==> src/shared/spcb_defines.vh <==
`ifndef SPCB_DEFINES_VH
`define SPCB_DEFINES_VH
`define SPCB_ADDR_CTRL 8'h98
`define SPCB_ADDR_DATA 8'h99
`define SPCB_ADDR_PWR 8'h87
`define SPCB_ADDR_IRQ_STAT 8'ha0
`define SPCB_ADDR_IRQ_MASK 8'ha1
`define SPCB_ADDR_BAUD 8'ha2
`define SPCB_BIT_MODE_HI 7
`define SPCB_BIT_MODE_LO 6
`define SPCB_BIT_FE 7
`define SPCB_BIT_OV 6
`define SPCB_BIT_MPS 5
`define SPCB_BIT_COL 5
`define SPCB_BIT_REN 4
`define SPCB_BIT_TB8 3
`define SPCB_BIT_RB8 2
`define SPCB_BIT_TI 1
`define SPCB_BIT_RI 0
`define SPCB_BIT_STATVIEW 6
`define SPCB_CTRL_RESET 8'h00
`define SPCB_DATA_RESET 8'h00
`define SPCB_SYNC_DIV_SLOW 16'd12
`define SPCB_SYNC_DIV_FAST 16'd4
`define SPCB_FIXED_DIV 16'd32
`define SPCB_BAUD_RESET 16'd16
`define SPCB_IRQ_FE 0
`define SPCB_IRQ_OV 1
`define SPCB_IRQ_COL 2
`define SPCB_IRQ_TI 3
`define SPCB_IRQ_RI 4
`endif

==> src/spcb_top.v <==
// Summary of operation
// - with status view off, top two control bits pick the frame mode
// - framing error flag in bit 7, set by hardware, cleared by software
// - overrun flag in bit 6, set by hardware, cleared by software
// - synchronous mode shifts at clock/12, or clock/4 with select set
// - eight-bit async with select set: only high stop bit raises receive-done
// - nine-bit modes with select set: only ninth bit one raises receive-done
// - collision flag in bit 5, visible with status view, software clears
// - receiver enable in bit 4 gates reception
// - nine-bit modes send the software ninth bit as ninth data bit
// - received ninth bit: unused sync, stop bit async8, ninth bit async9
// - transmit-done set as the last frame bit starts on the line, cleared only by software
// - receive-done set when reception completes, cleared only by software
// - data buffer write while the transmitter is idle loads the transmit shifter and starts sending
// - data buffer read returns the separate receive latch
// - status view select in power control swaps top bits to error flags
`timescale 1ns/100ps
`include "spcb_defines.vh"
module spcb_top (
  input wire clk,
  input wire arst_n,
  input wire ce,
  input wire [7:0] addr,
  input wire [7:0] wdata,
  input wire wr,
  input wire rd,
  output reg [7:0] rdata,
  input wire rx_line,
  output wire tx_line,
  output wire serial_irq,
  output wire irq
);
  reg [1:0] mode_q;
  reg mps_q;
  reg fe_q;
  reg ov_q;
  reg col_q;
  reg ren_q;
  reg tb8_q;
  reg rb8_q;
  reg ti_q;
  reg ri_q;
  reg statview_q;
  reg [7:0] pwr_q;
  reg [7:0] rxbuf_q;
  reg rxunread_q;
  reg [15:0] baud_q;
  reg [4:0] ist_q;
  reg [4:0] imask_q;
  // receive machine
  localparam RX_IDLE = 2'd0;
  localparam RX_BITS = 2'd1;
  localparam RX_STOP = 2'd2;
  reg [1:0] rst_q;
  reg [15:0] rcnt_q;
  reg [3:0] ridx_q;
  reg [8:0] rsh_q;
  reg rx_prev_q;

  function sel;
    input [7:0] a;
    input [7:0] ref_a;
    begin
      sel = (a == ref_a);
    end
  endfunction

  wire nine = mode_q[1];
  wire wr_ctrl = wr && sel(addr, `SPCB_ADDR_CTRL);
  wire wr_data = wr && sel(addr, `SPCB_ADDR_DATA);
  wire rd_data = rd && sel(addr, `SPCB_ADDR_DATA);

  // bit rate
  reg [15:0] div;
  always @* begin
    case (mode_q)
      2'b00: div = mps_q ? `SPCB_SYNC_DIV_FAST : `SPCB_SYNC_DIV_SLOW;
      2'b10: div = `SPCB_FIXED_DIV;
      default: div = baud_q;
    endcase
  end
  wire tx_busy;
  wire tx_done;
  wire tick;
  spcb_rate u_rate (
    .clk(clk),
    .arst_n(arst_n),
    .ce(ce),
    .run(1'b1),
    .div(div),
    .tick(tick)
  );
  reg [10:0] frame;
  reg [3:0] nbits;
  always @* begin
    case (mode_q)
      2'b00: begin
        frame = {3'b111, wdata};
        nbits = 4'd8;
      end
      2'b01: begin
        frame = {2'b11, wdata, 1'b0};
        nbits = 4'd10;
      end
      default: begin
        frame = {1'b1, tb8_q, wdata, 1'b0};
        nbits = 4'd11;
      end
    endcase
  end
  spcb_shift u_tx (
    .clk(clk),
    .arst_n(arst_n),
    .ce(ce),
    .tick(tick),
    .load(wr_data),
    .frame(frame),
    .nbits(nbits),
    .line_o(tx_line),
    .busy(tx_busy),
    .done(tx_done)
  );
  wire col_ev = wr_data && tx_busy;

  // receiver: samples mid-bit using the same divider
  wire [15:0] half = {1'b0, div[15:1]};
  wire rx_fall = rx_prev_q && !rx_line;
  reg rx_done_ev;
  reg rx_ok;
  reg fe_ev;
  always @* begin
    rx_done_ev = 1'b0;
    rx_ok = 1'b0;
    fe_ev = 1'b0;
    if (rst_q == RX_STOP && rcnt_q == 16'h0000) begin
      rx_done_ev = 1'b1;
      fe_ev = !rx_line && mode_q != 2'b00;
      case (mode_q)
        2'b00: rx_ok = 1'b1;
        2'b01: rx_ok = !mps_q || rx_line;
        default: rx_ok = !mps_q || rsh_q[8];
      endcase
    end
  end
  wire ov_ev = rx_done_ev && rx_ok && rxunread_q;
  always @(posedge clk or negedge arst_n) begin
    if (!arst_n) begin
      rst_q <= RX_IDLE;
      rcnt_q <= 16'h0000;
      ridx_q <= 4'h0;
      rsh_q <= 9'h000;
      rx_prev_q <= 1'b1;
    end else if (ce) begin
      rx_prev_q <= rx_line;
      case (rst_q)
        RX_IDLE: begin
          if (ren_q && rx_fall) begin
            rst_q <= RX_BITS;
            rcnt_q <= div + half;
            ridx_q <= 4'h0;
          end
        end
        RX_BITS: begin
          if (!ren_q) begin
            rst_q <= RX_IDLE;
          end else if (rcnt_q == 16'h0000) begin
            rsh_q <= {rx_line, rsh_q[8:1]};
            ridx_q <= ridx_q + 4'h1;
            rcnt_q <= div - 16'h0001;
            if (ridx_q == (nine ? 4'd8 : 4'd7)) begin
              rst_q <= RX_STOP;
            end
          end else begin
            rcnt_q <= rcnt_q - 16'h0001;
          end
        end
        RX_STOP: begin
          if (rcnt_q == 16'h0000) begin
            rst_q <= RX_IDLE;
          end else begin
            rcnt_q <= rcnt_q - 16'h0001;
          end
        end
        default: rst_q <= RX_IDLE;
      endcase
    end
  end

  // control, status and data registers; hardware set wins over software clear
  always @(posedge clk or negedge arst_n) begin
    if (!arst_n) begin
      mode_q <= 2'b00;
      mps_q <= 1'b0;
      fe_q <= 1'b0;
      ov_q <= 1'b0;
      col_q <= 1'b0;
      ren_q <= 1'b0;
      tb8_q <= 1'b0;
      rb8_q <= 1'b0;
      ti_q <= 1'b0;
      ri_q <= 1'b0;
      pwr_q <= 8'h00;
      statview_q <= 1'b0;
      rxbuf_q <= `SPCB_DATA_RESET;
      rxunread_q <= 1'b0;
      baud_q <= `SPCB_BAUD_RESET;
      ist_q <= 5'h00;
      imask_q <= 5'h00;
    end else if (ce) begin
      if (wr_ctrl) begin
        if (statview_q) begin
          fe_q <= wdata[`SPCB_BIT_FE] | fe_ev;
          ov_q <= wdata[`SPCB_BIT_OV] | ov_ev;
          col_q <= wdata[`SPCB_BIT_COL] | col_ev;
        end else begin
          mode_q <= wdata[`SPCB_BIT_MODE_HI:`SPCB_BIT_MODE_LO];
          mps_q <= wdata[`SPCB_BIT_MPS];
          fe_q <= fe_q | fe_ev;
          ov_q <= ov_q | ov_ev;
          col_q <= col_q | col_ev;
        end
        ren_q <= wdata[`SPCB_BIT_REN];
        tb8_q <= wdata[`SPCB_BIT_TB8];
        rb8_q <= wdata[`SPCB_BIT_RB8];
        ti_q <= wdata[`SPCB_BIT_TI] | tx_done;
        ri_q <= wdata[`SPCB_BIT_RI] | (rx_done_ev && rx_ok);
      end else begin
        fe_q <= fe_q | fe_ev;
        ov_q <= ov_q | ov_ev;
        col_q <= col_q | col_ev;
        ti_q <= ti_q | tx_done;
        ri_q <= ri_q | (rx_done_ev && rx_ok);
      end
      if (rx_done_ev && rx_ok) begin
        rxbuf_q <= nine ? rsh_q[7:0] : (mode_q == 2'b00 ? rsh_q[8:1] : rsh_q[8:1]);
        rxunread_q <= 1'b1;
        if (mode_q == 2'b01) begin
          rb8_q <= rx_line;
        end else if (nine) begin
          rb8_q <= rsh_q[8];
        end
      end else if (rd_data) begin
        rxunread_q <= 1'b0;
      end
      if (wr && sel(addr, `SPCB_ADDR_PWR)) begin
        pwr_q <= wdata;
        statview_q <= wdata[`SPCB_BIT_STATVIEW];
      end
      if (wr && sel(addr, `SPCB_ADDR_BAUD)) begin
        baud_q <= {8'h00, wdata};
      end
      if (wr && sel(addr, `SPCB_ADDR_IRQ_MASK)) begin
        imask_q <= wdata[4:0];
      end
      ist_q <= (ist_q & ~((wr && sel(addr, `SPCB_ADDR_IRQ_STAT)) ? wdata[4:0] : 5'h00))
        | {rx_done_ev && rx_ok, tx_done, col_ev, ov_ev, fe_ev};
    end
  end

  // read port
  always @(posedge clk or negedge arst_n) begin
    if (!arst_n) begin
      rdata <= 8'h00;
    end else if (ce) begin
      if (rd) begin
        case (addr)
          `SPCB_ADDR_CTRL: rdata <= {statview_q ? {fe_q, ov_q, col_q} : {mode_q, mps_q},
            ren_q, tb8_q, rb8_q, ti_q, ri_q};
          `SPCB_ADDR_DATA: rdata <= rxbuf_q;
          `SPCB_ADDR_PWR: rdata <= {pwr_q[7], statview_q, 2'b00, pwr_q[3:0]};
          `SPCB_ADDR_IRQ_STAT: rdata <= {3'b000, ist_q};
          `SPCB_ADDR_IRQ_MASK: rdata <= {3'b000, imask_q};
          `SPCB_ADDR_BAUD: rdata <= baud_q[7:0];
          default: rdata <= 8'h00;
        endcase
      end else begin
        rdata <= 8'h00;
      end
    end
  end

  assign serial_irq = ti_q | ri_q;
  assign irq = |(ist_q & imask_q);
endmodule

==> src/spcb_rate.v <==
`timescale 1ns/100ps
module spcb_rate (
  input wire clk,
  input wire arst_n,
  input wire ce,
  input wire run,
  input wire [15:0] div,
  output reg tick
);
  reg [15:0] cnt_q;
  always @(posedge clk or negedge arst_n) begin
    if (!arst_n) begin
      cnt_q <= 16'h0000;
      tick <= 1'b0;
    end else if (ce) begin
      if (!run) begin
        cnt_q <= 16'h0000;
        tick <= 1'b0;
      end else if (cnt_q + 16'h0001 >= div) begin
        cnt_q <= 16'h0000;
        tick <= 1'b1;
      end else begin
        cnt_q <= cnt_q + 16'h0001;
        tick <= 1'b0;
      end
    end
  end
endmodule

==> src/spcb_shift.v <==
`timescale 1ns/100ps
module spcb_shift (
  input wire clk,
  input wire arst_n,
  input wire ce,
  input wire tick,
  input wire load,
  input wire [10:0] frame,
  input wire [3:0] nbits,
  output reg line_o,
  output wire busy,
  output reg done
);
  reg [10:0] sh_q;
  reg [3:0] left_q;
  assign busy = (left_q != 4'h0);
  always @(posedge clk or negedge arst_n) begin
    if (!arst_n) begin
      sh_q <= 11'h7ff;
      left_q <= 4'h0;
      line_o <= 1'b1;
      done <= 1'b0;
    end else if (ce) begin
      done <= 1'b0;
      if (load && !busy) begin
        sh_q <= frame;
        left_q <= nbits;
      end else if (busy && tick) begin
        line_o <= sh_q[0];
        sh_q <= {1'b1, sh_q[10:1]};
        left_q <= left_q - 4'h1;
        done <= (left_q == 4'h1);
      end
    end
  end
endmodule

==> config.mk <==
export PLATFORM = sky130hd
export DESIGN_NAME = spcb_top
export DESIGN_NICKNAME = d
export VERILOG_FILES = /design/src/spcb_top.v /design/src/spcb_rate.v /design/src/spcb_shift.v
export VERILOG_INCLUDE_DIRS = /design/src /design/src/shared
export SDC_FILE = /design/constraint.sdc
export NUM_CORES = 1
export LEC_CHECK = 0
export ABC_AREA = 1
export BUFFER_PORTS_ARGS = -buffer_cell sky130_fd_sc_hd__buf_2
export CAP_MARGIN = 20
export CORE_ASPECT_RATIO = 0.7
export CORE_MARGIN = 4
export CORE_UTILIZATION = 35
export DETAILED_ROUTE_END_ITERATION = 10
export PLACE_DENSITY = 0.59
export SLEW_MARGIN = 5
export SYNTH_ARGS = -nofsm -noshare
export SYNTH_HDL_FRONTEND = slang
export SYNTH_HIERARCHICAL = 1
export SYNTH_SLANG_ARGS = --single-unit
==> constraint.sdc <==
create_clock -name clk -period 2.95 [get_ports clk]
set_input_delay 0.295 -clock clk [delete_from_list [all_inputs] [get_ports clk]]
set_output_delay 0.295 -clock clk [all_outputs]
set_load 0.01 [all_outputs]
# Word level (Yosys, flattened, before mapping)
# Index checks and enable logic that the tools add are counted.
[classes]
magnitude_cmp = 1
eq_ne = 19
n_mux = 51
n_addsub = 6
reduce_logical = 44
n_bitwise = 17
[ops]
columns = ["operator", "n"]
rows = [
  ["2-to-1 mux 16 bit", 5],
  ["== test 8 bit, second input constant", 6],
  ["case mux 16 bit (3 select lines)", 1],
  ["case mux 8 bit (6 select lines)", 1],
  ["subtractor 16 x 1 -> 16 bit, second input constant", 2],
  ["2-to-1 mux 4 bit", 7],
  ["2-to-1 mux 11 bit", 2],
  ["2-to-1 mux 1 bit", 20],
  ["case mux 10 bit (2 select lines)", 1],
  ["adder 16 x 1 -> 16 bit, second input constant", 1],
  ["adder 16 x 15 -> 16 bit", 1],
  [">= comparator 16 x 8 -> 1 bit", 1],
  ["logical AND 1 bit", 16],
  ["zero test 16 bit", 1],
  ["2-to-1 mux 8 bit", 2],
  ["case mux 8 bit (2 select lines)", 1],
  ["AND reduction 5 bit", 3],
  ["AND reduction 2 bit", 7],
  ["OR 1 bit", 11],
  ["AND 5 bit", 2],
  ["2-to-1 mux 2 bit", 5],
  ["inequality test 2 bit, second input constant", 4],
  ["case mux 4 bit (2 select lines)", 1],
  ["nonzero test 2 bit", 4],
  ["other kinds (24)", 33],
]
[totals]
in_bits = 22
reg_bits = 121

# Depth between registers and ports, before layout
[depth]
ltp_word = 9
depth_mapped = 18
mapped_depth_nobuf = 17

# Cells and area by module
# Netlist, hierarchy kept.
[modules_own_cells]
columns = ["module", "area_per_inst_um2", "cells_each", "instances", "seq_area_each_um2"]
rows = [
  ["spcb_top", 5516.5, 758, 1, 2104.5],
  ["spcb_rate", 1451.4, 204, 1, 425.4],
  ["spcb_shift", 1037.2, 135, 1, 440.4],
]

# Worst setup path before layout
# OpenSTA, ideal clock, no wires.
[synth_timing]
path_kind = "register to register"
startpoint = "reg u_rate.cnt_q[0]"
endpoint = "reg u_rate.cnt_q[4]"
setup_ps = 125
path_stages_with_launch = 17
arrival_ps = 2113
path_slack_ps = 712
period_less_slack_ps = 2238
path_buffers = 1
path_cell_list = "dfrtp_1 -> ha_1 -> inv_1 -> nor2_4 -> nand3_2 -> nor2_1 -> xor2_1 -> inv_1 -> ha_1 -> nand2_1 -> inv_1 -> nand2_1 -> a21oi_1 -> nor2_2 -> nand3_2 -> buf_6 -> o21ai_1"
[synth_via]
elab_chain_len = 3
[synth_lines]
columns = ["element", "line", "text"]
rows = [
  ["start: declaration", "spcb_rate.v:10", "reg [15:0] cnt_q;"],
  ["start signal: assignment", "spcb_rate.v:23", "cnt_q <= cnt_q + 16'h0001;"],
  ["adder 16 x 1 -> 16 bit (*)", "spcb_rate.v:19, spcb_rate.v:23", ""],
  [">= comparator 16 x 8 -> 1 bit", "spcb_rate.v:19", "end else if (cnt_q + 16'h0001 >= div) begin"],
  ["2-to-1 mux 16 bit (*)", "spcb_rate.v:19", ""],
]
# Every way passes the cells marked *; elsewhere a longest branch is shown, timed or not.
# A chain may end at the register's enable or synchronous reset.

# Worst setup path after layout
[layout_timing]
startpoint = "reg u_rate.cnt_q[0]"
endpoint = "reg u_rate.cnt_q[11]"
# The elaborated chain is that of the path after synthesis.

==> out/metrics.cfg <==
[clock_tree]
cts.root.buffer_cell = clkbuf_16
clock_path_buffers = 2
cts_tree = done
htree_num_levels = 4
ctsHoldBuffers = 1
clk_latency_ns = 0.42
cts_setup_buffers = 0
cts.sinks = 118
clk_pin_slew_worst_paths_ns = 0.05
cts_resized = 0
cts-buffers-inserted = 17

[logic_synthesis]
synth_warnings = 6
synth.avg_cell_area_sq_um = 7.297
ys_seq_area_frac = 0.3711
syn_area_sq_um = 8005
yosysTopAreaCell = dfrtp_1
ys_types = 53
synth-main-ff-cell = dfrtp_1
synth-edff-count = 0
synth_top_cell_area_share = 0.3251
synth-seq-cells = 118
syn_inst = 1097
yosys-top-cells-area = dfrtp_1 33%, nand2_1 17%, ha_1 6.9%, inv_1 6.2%, dfstp_2 4.6%
async_flop_share = 1.000

[timing]
skew_ns = 0.008586
worst_slack_ns = 0.3097
tightest_slew_ns = 0.6265
drv_slew = 0
period_minus_slack_ns = 2.640
max_freq_mhz = 378.7
tns_ns = 0
setup_viol = 0
slew_headroom = 0.5823
period_share = 0.8950
hold_viol = 0
rsz0062_at_grt = false

[floorplan]
chipWidth_um = 188.8
dieArea_sq_um = 25390
ios = 33
core_area_sq_um = 22070
row_count = 45
dieHeight_um = 134.5
initial_utilization = 0.3627

[global_route]
grt_pass1_vias = 6496
grt_antenna_before_repair = 0
grt_pass1_wl_um = 33880
grt_util_all_layers = 0.1647
gr-total-overflow = 0
grt_max_degree = 56

[setup_path]
endpoint_kind = flop
cp-start-kind = flop
rr_worst_depth = 13
path_max_fanout = 13
rrSetupSlack_ns = 0.31
required_ns = 3.28
r2r_end = u_rate/cnt_q[11]$_DFFE_PN0P_
critPathArrivalTime_ns = 2.97
regToRegStartpoint = u_rate/cnt_q[0]$_DFFE_PN0P_
cp-startpoint = u_rate/cnt_q[0]$_DFFE_PN0P_
crit_type = reg2reg

[power]
peakVddDrop_mv = 0.3957
p_leak_nw = 4.662
p_per_area_nw_per_um2 = 607.8

[cells_and_area]
most-common-layout-cells = 360 x nand2_1, 133 x inv_1, 104 x dfrtp_1, 74 x nor2_1, 72 x nand3_1
drive_gt1_frac = 0.1242
final_nets = 1213
final_common_cell = nand2_1
multiInputGateArea_sq_um = 4395
num_antenna_cells = 0
fillers = 2300
fin_util = 0.4145
area_growth_pct = 14.27
regArea_sq_um = 2970

[hold_path]
min_path_type = in2reg
holdPathEnd = ri_q$_DFFE_PN0P_
whs_path_depth = 3
hold_path_startpoint = wdata[0]

[place]
port_buffers = 32
place_congestion = 0.8569
dp_slack_ns = 0.2981
hpwl_um = 15360

[detailed_routing]
drtIter0Drc = 584
wl_um = 20150
viasPerCell = 4.742
drc = 0
antenna_left = 0
route.vias.total = 6943
wl_per_cell_um = 13.76
first_pass_iters = 6

[run_status]
status = finished clean

[flow_run]
max_cap_viol_count = 0

[worst max-delay path by stage]
stage                                              end  depth (start not counted)  slack [ns]
after floorplan            u_rate/cnt_q[4]$_DFFE_PN0P_                         16        0.71
after global placement    u_rate/cnt_q[11]$_DFFE_PN0P_                         13        0.34
after detailed placement  u_rate/cnt_q[11]$_DFFE_PN0P_                         16        0.30
after CTS                 u_rate/cnt_q[11]$_DFFE_PN0P_                         16        0.29
after global routing       u_rate/cnt_q[7]$_DFFE_PN0P_                         16       0.001
final                     u_rate/cnt_q[11]$_DFFE_PN0P_                         13        0.31
[cell usage after synthesis, types with 7 or more instances]
library cell / n
inv_1: 133
buf_6: 7
ha_1: 44
nor3_1: 8
xor2_1: 20
a21oi_1: 32
nand4_1: 17
nand2_2: 10
nor2_4: 7
nand2_1: 360
o21ai_1: 29
inv_2: 7
dfrtp_1: 104
nand3_1: 72
dfstp_2: 14
buf_2: 8
o21ai_0: 71
nor2_1: 74
xnor2_1: 10
[critical path: stages (launching register included)]
cell and delay, ns:
dfrtp_1 0.39, ha_1 0.21, inv_1 0.08, nor2_4 0.15, nand3_2 0.14, nor2_1 0.15, xor2_1 0.22, inv_1 0.07
ha_1 0.18, a21oi_1 0.12, a21oi_1 0.10, nor2_2 0.21, nand3_2 0.32, o21ai_0 0.24
[registers in the layout, summed over array words and instances (netlist names), 2 cells and up]
signal,flops
rdata,8
rst_q,2
u_rate/cnt_q,16
pwr_q,6
baud_q,8
u_tx/left_q,4
imask_q,5
mode_q,2
rxbuf_q,8
ist_q,5
rcnt_q,16
u_tx/sh_q,11
rsh_q,9
ridx_q,4
[layer usage]
| layer | global-route usage | wire (um) | part of all wire |
|---|---|---|---|
| met2 | 0.2212 | 7793 | 0.39 |
| met3 | 0.03721 | 1039 | 0.052 |
| met5 | 0 | 0 | 0 |
| met1 | 0.2655 | 11180 | 0.56 |
| met4 | 0.03398 | 130 | 0.0065 |
[kinds of logic (layout without fill, tap and decap cells)]
family | after synthesis | after routing | synth area share
buffers and inverters | 163 | 215 | 0.08456
DFF | 118 | 118 | 0.3711
xor gates and xnor gates | 31 | 31 | 0.03485
adders and majority gates | 45 | 45 | 0.07127
AOI/OAI and AO/OA | 159 | 159 | 0.1105
other | 2 | 12 | 0.0009381
muxes | 1 | 1 | 0.001250
and+or+nand+nor | 578 | 578 | 0.3256
[per-stage QoR]
step | total power, mW | area (sq um) | instances | hold slack (ns)
finish | 5.560 | 9148 | 1464 | 0.1500
global placement | 3.433 | 8534 | 1431 | 0.2319
detailed placement | 3.442 | 8534 | 1431 | 0.2299
floorplan | 3.067 | 8043 | 1107 | -0.0005911
CTS | 5.602 | 9148 | 1464 | 0.1339
global route | 5.939 | 9148 | 1464 | 0.1575
[report_power, final]
group          internal (mW)  leakage [nW]  switching, mW
Sequential              1.77          1.53          0.166
Combinational          0.513          2.83          0.975
Clock                   1.39         0.294          0.740
Total                   3.68          4.66           1.88
[final cells by class]
class	instances	area share
inverters	141	0.05813
multi-input cells	826	0.4805
flip-flops and latches	118	0.3247
repair buffers	42	0.02900
clock buffers	24	0.05266
clock inverters	8	0.01327
well taps	305	0.04172
Note: power is estimated with default switching activity, not from simulation.
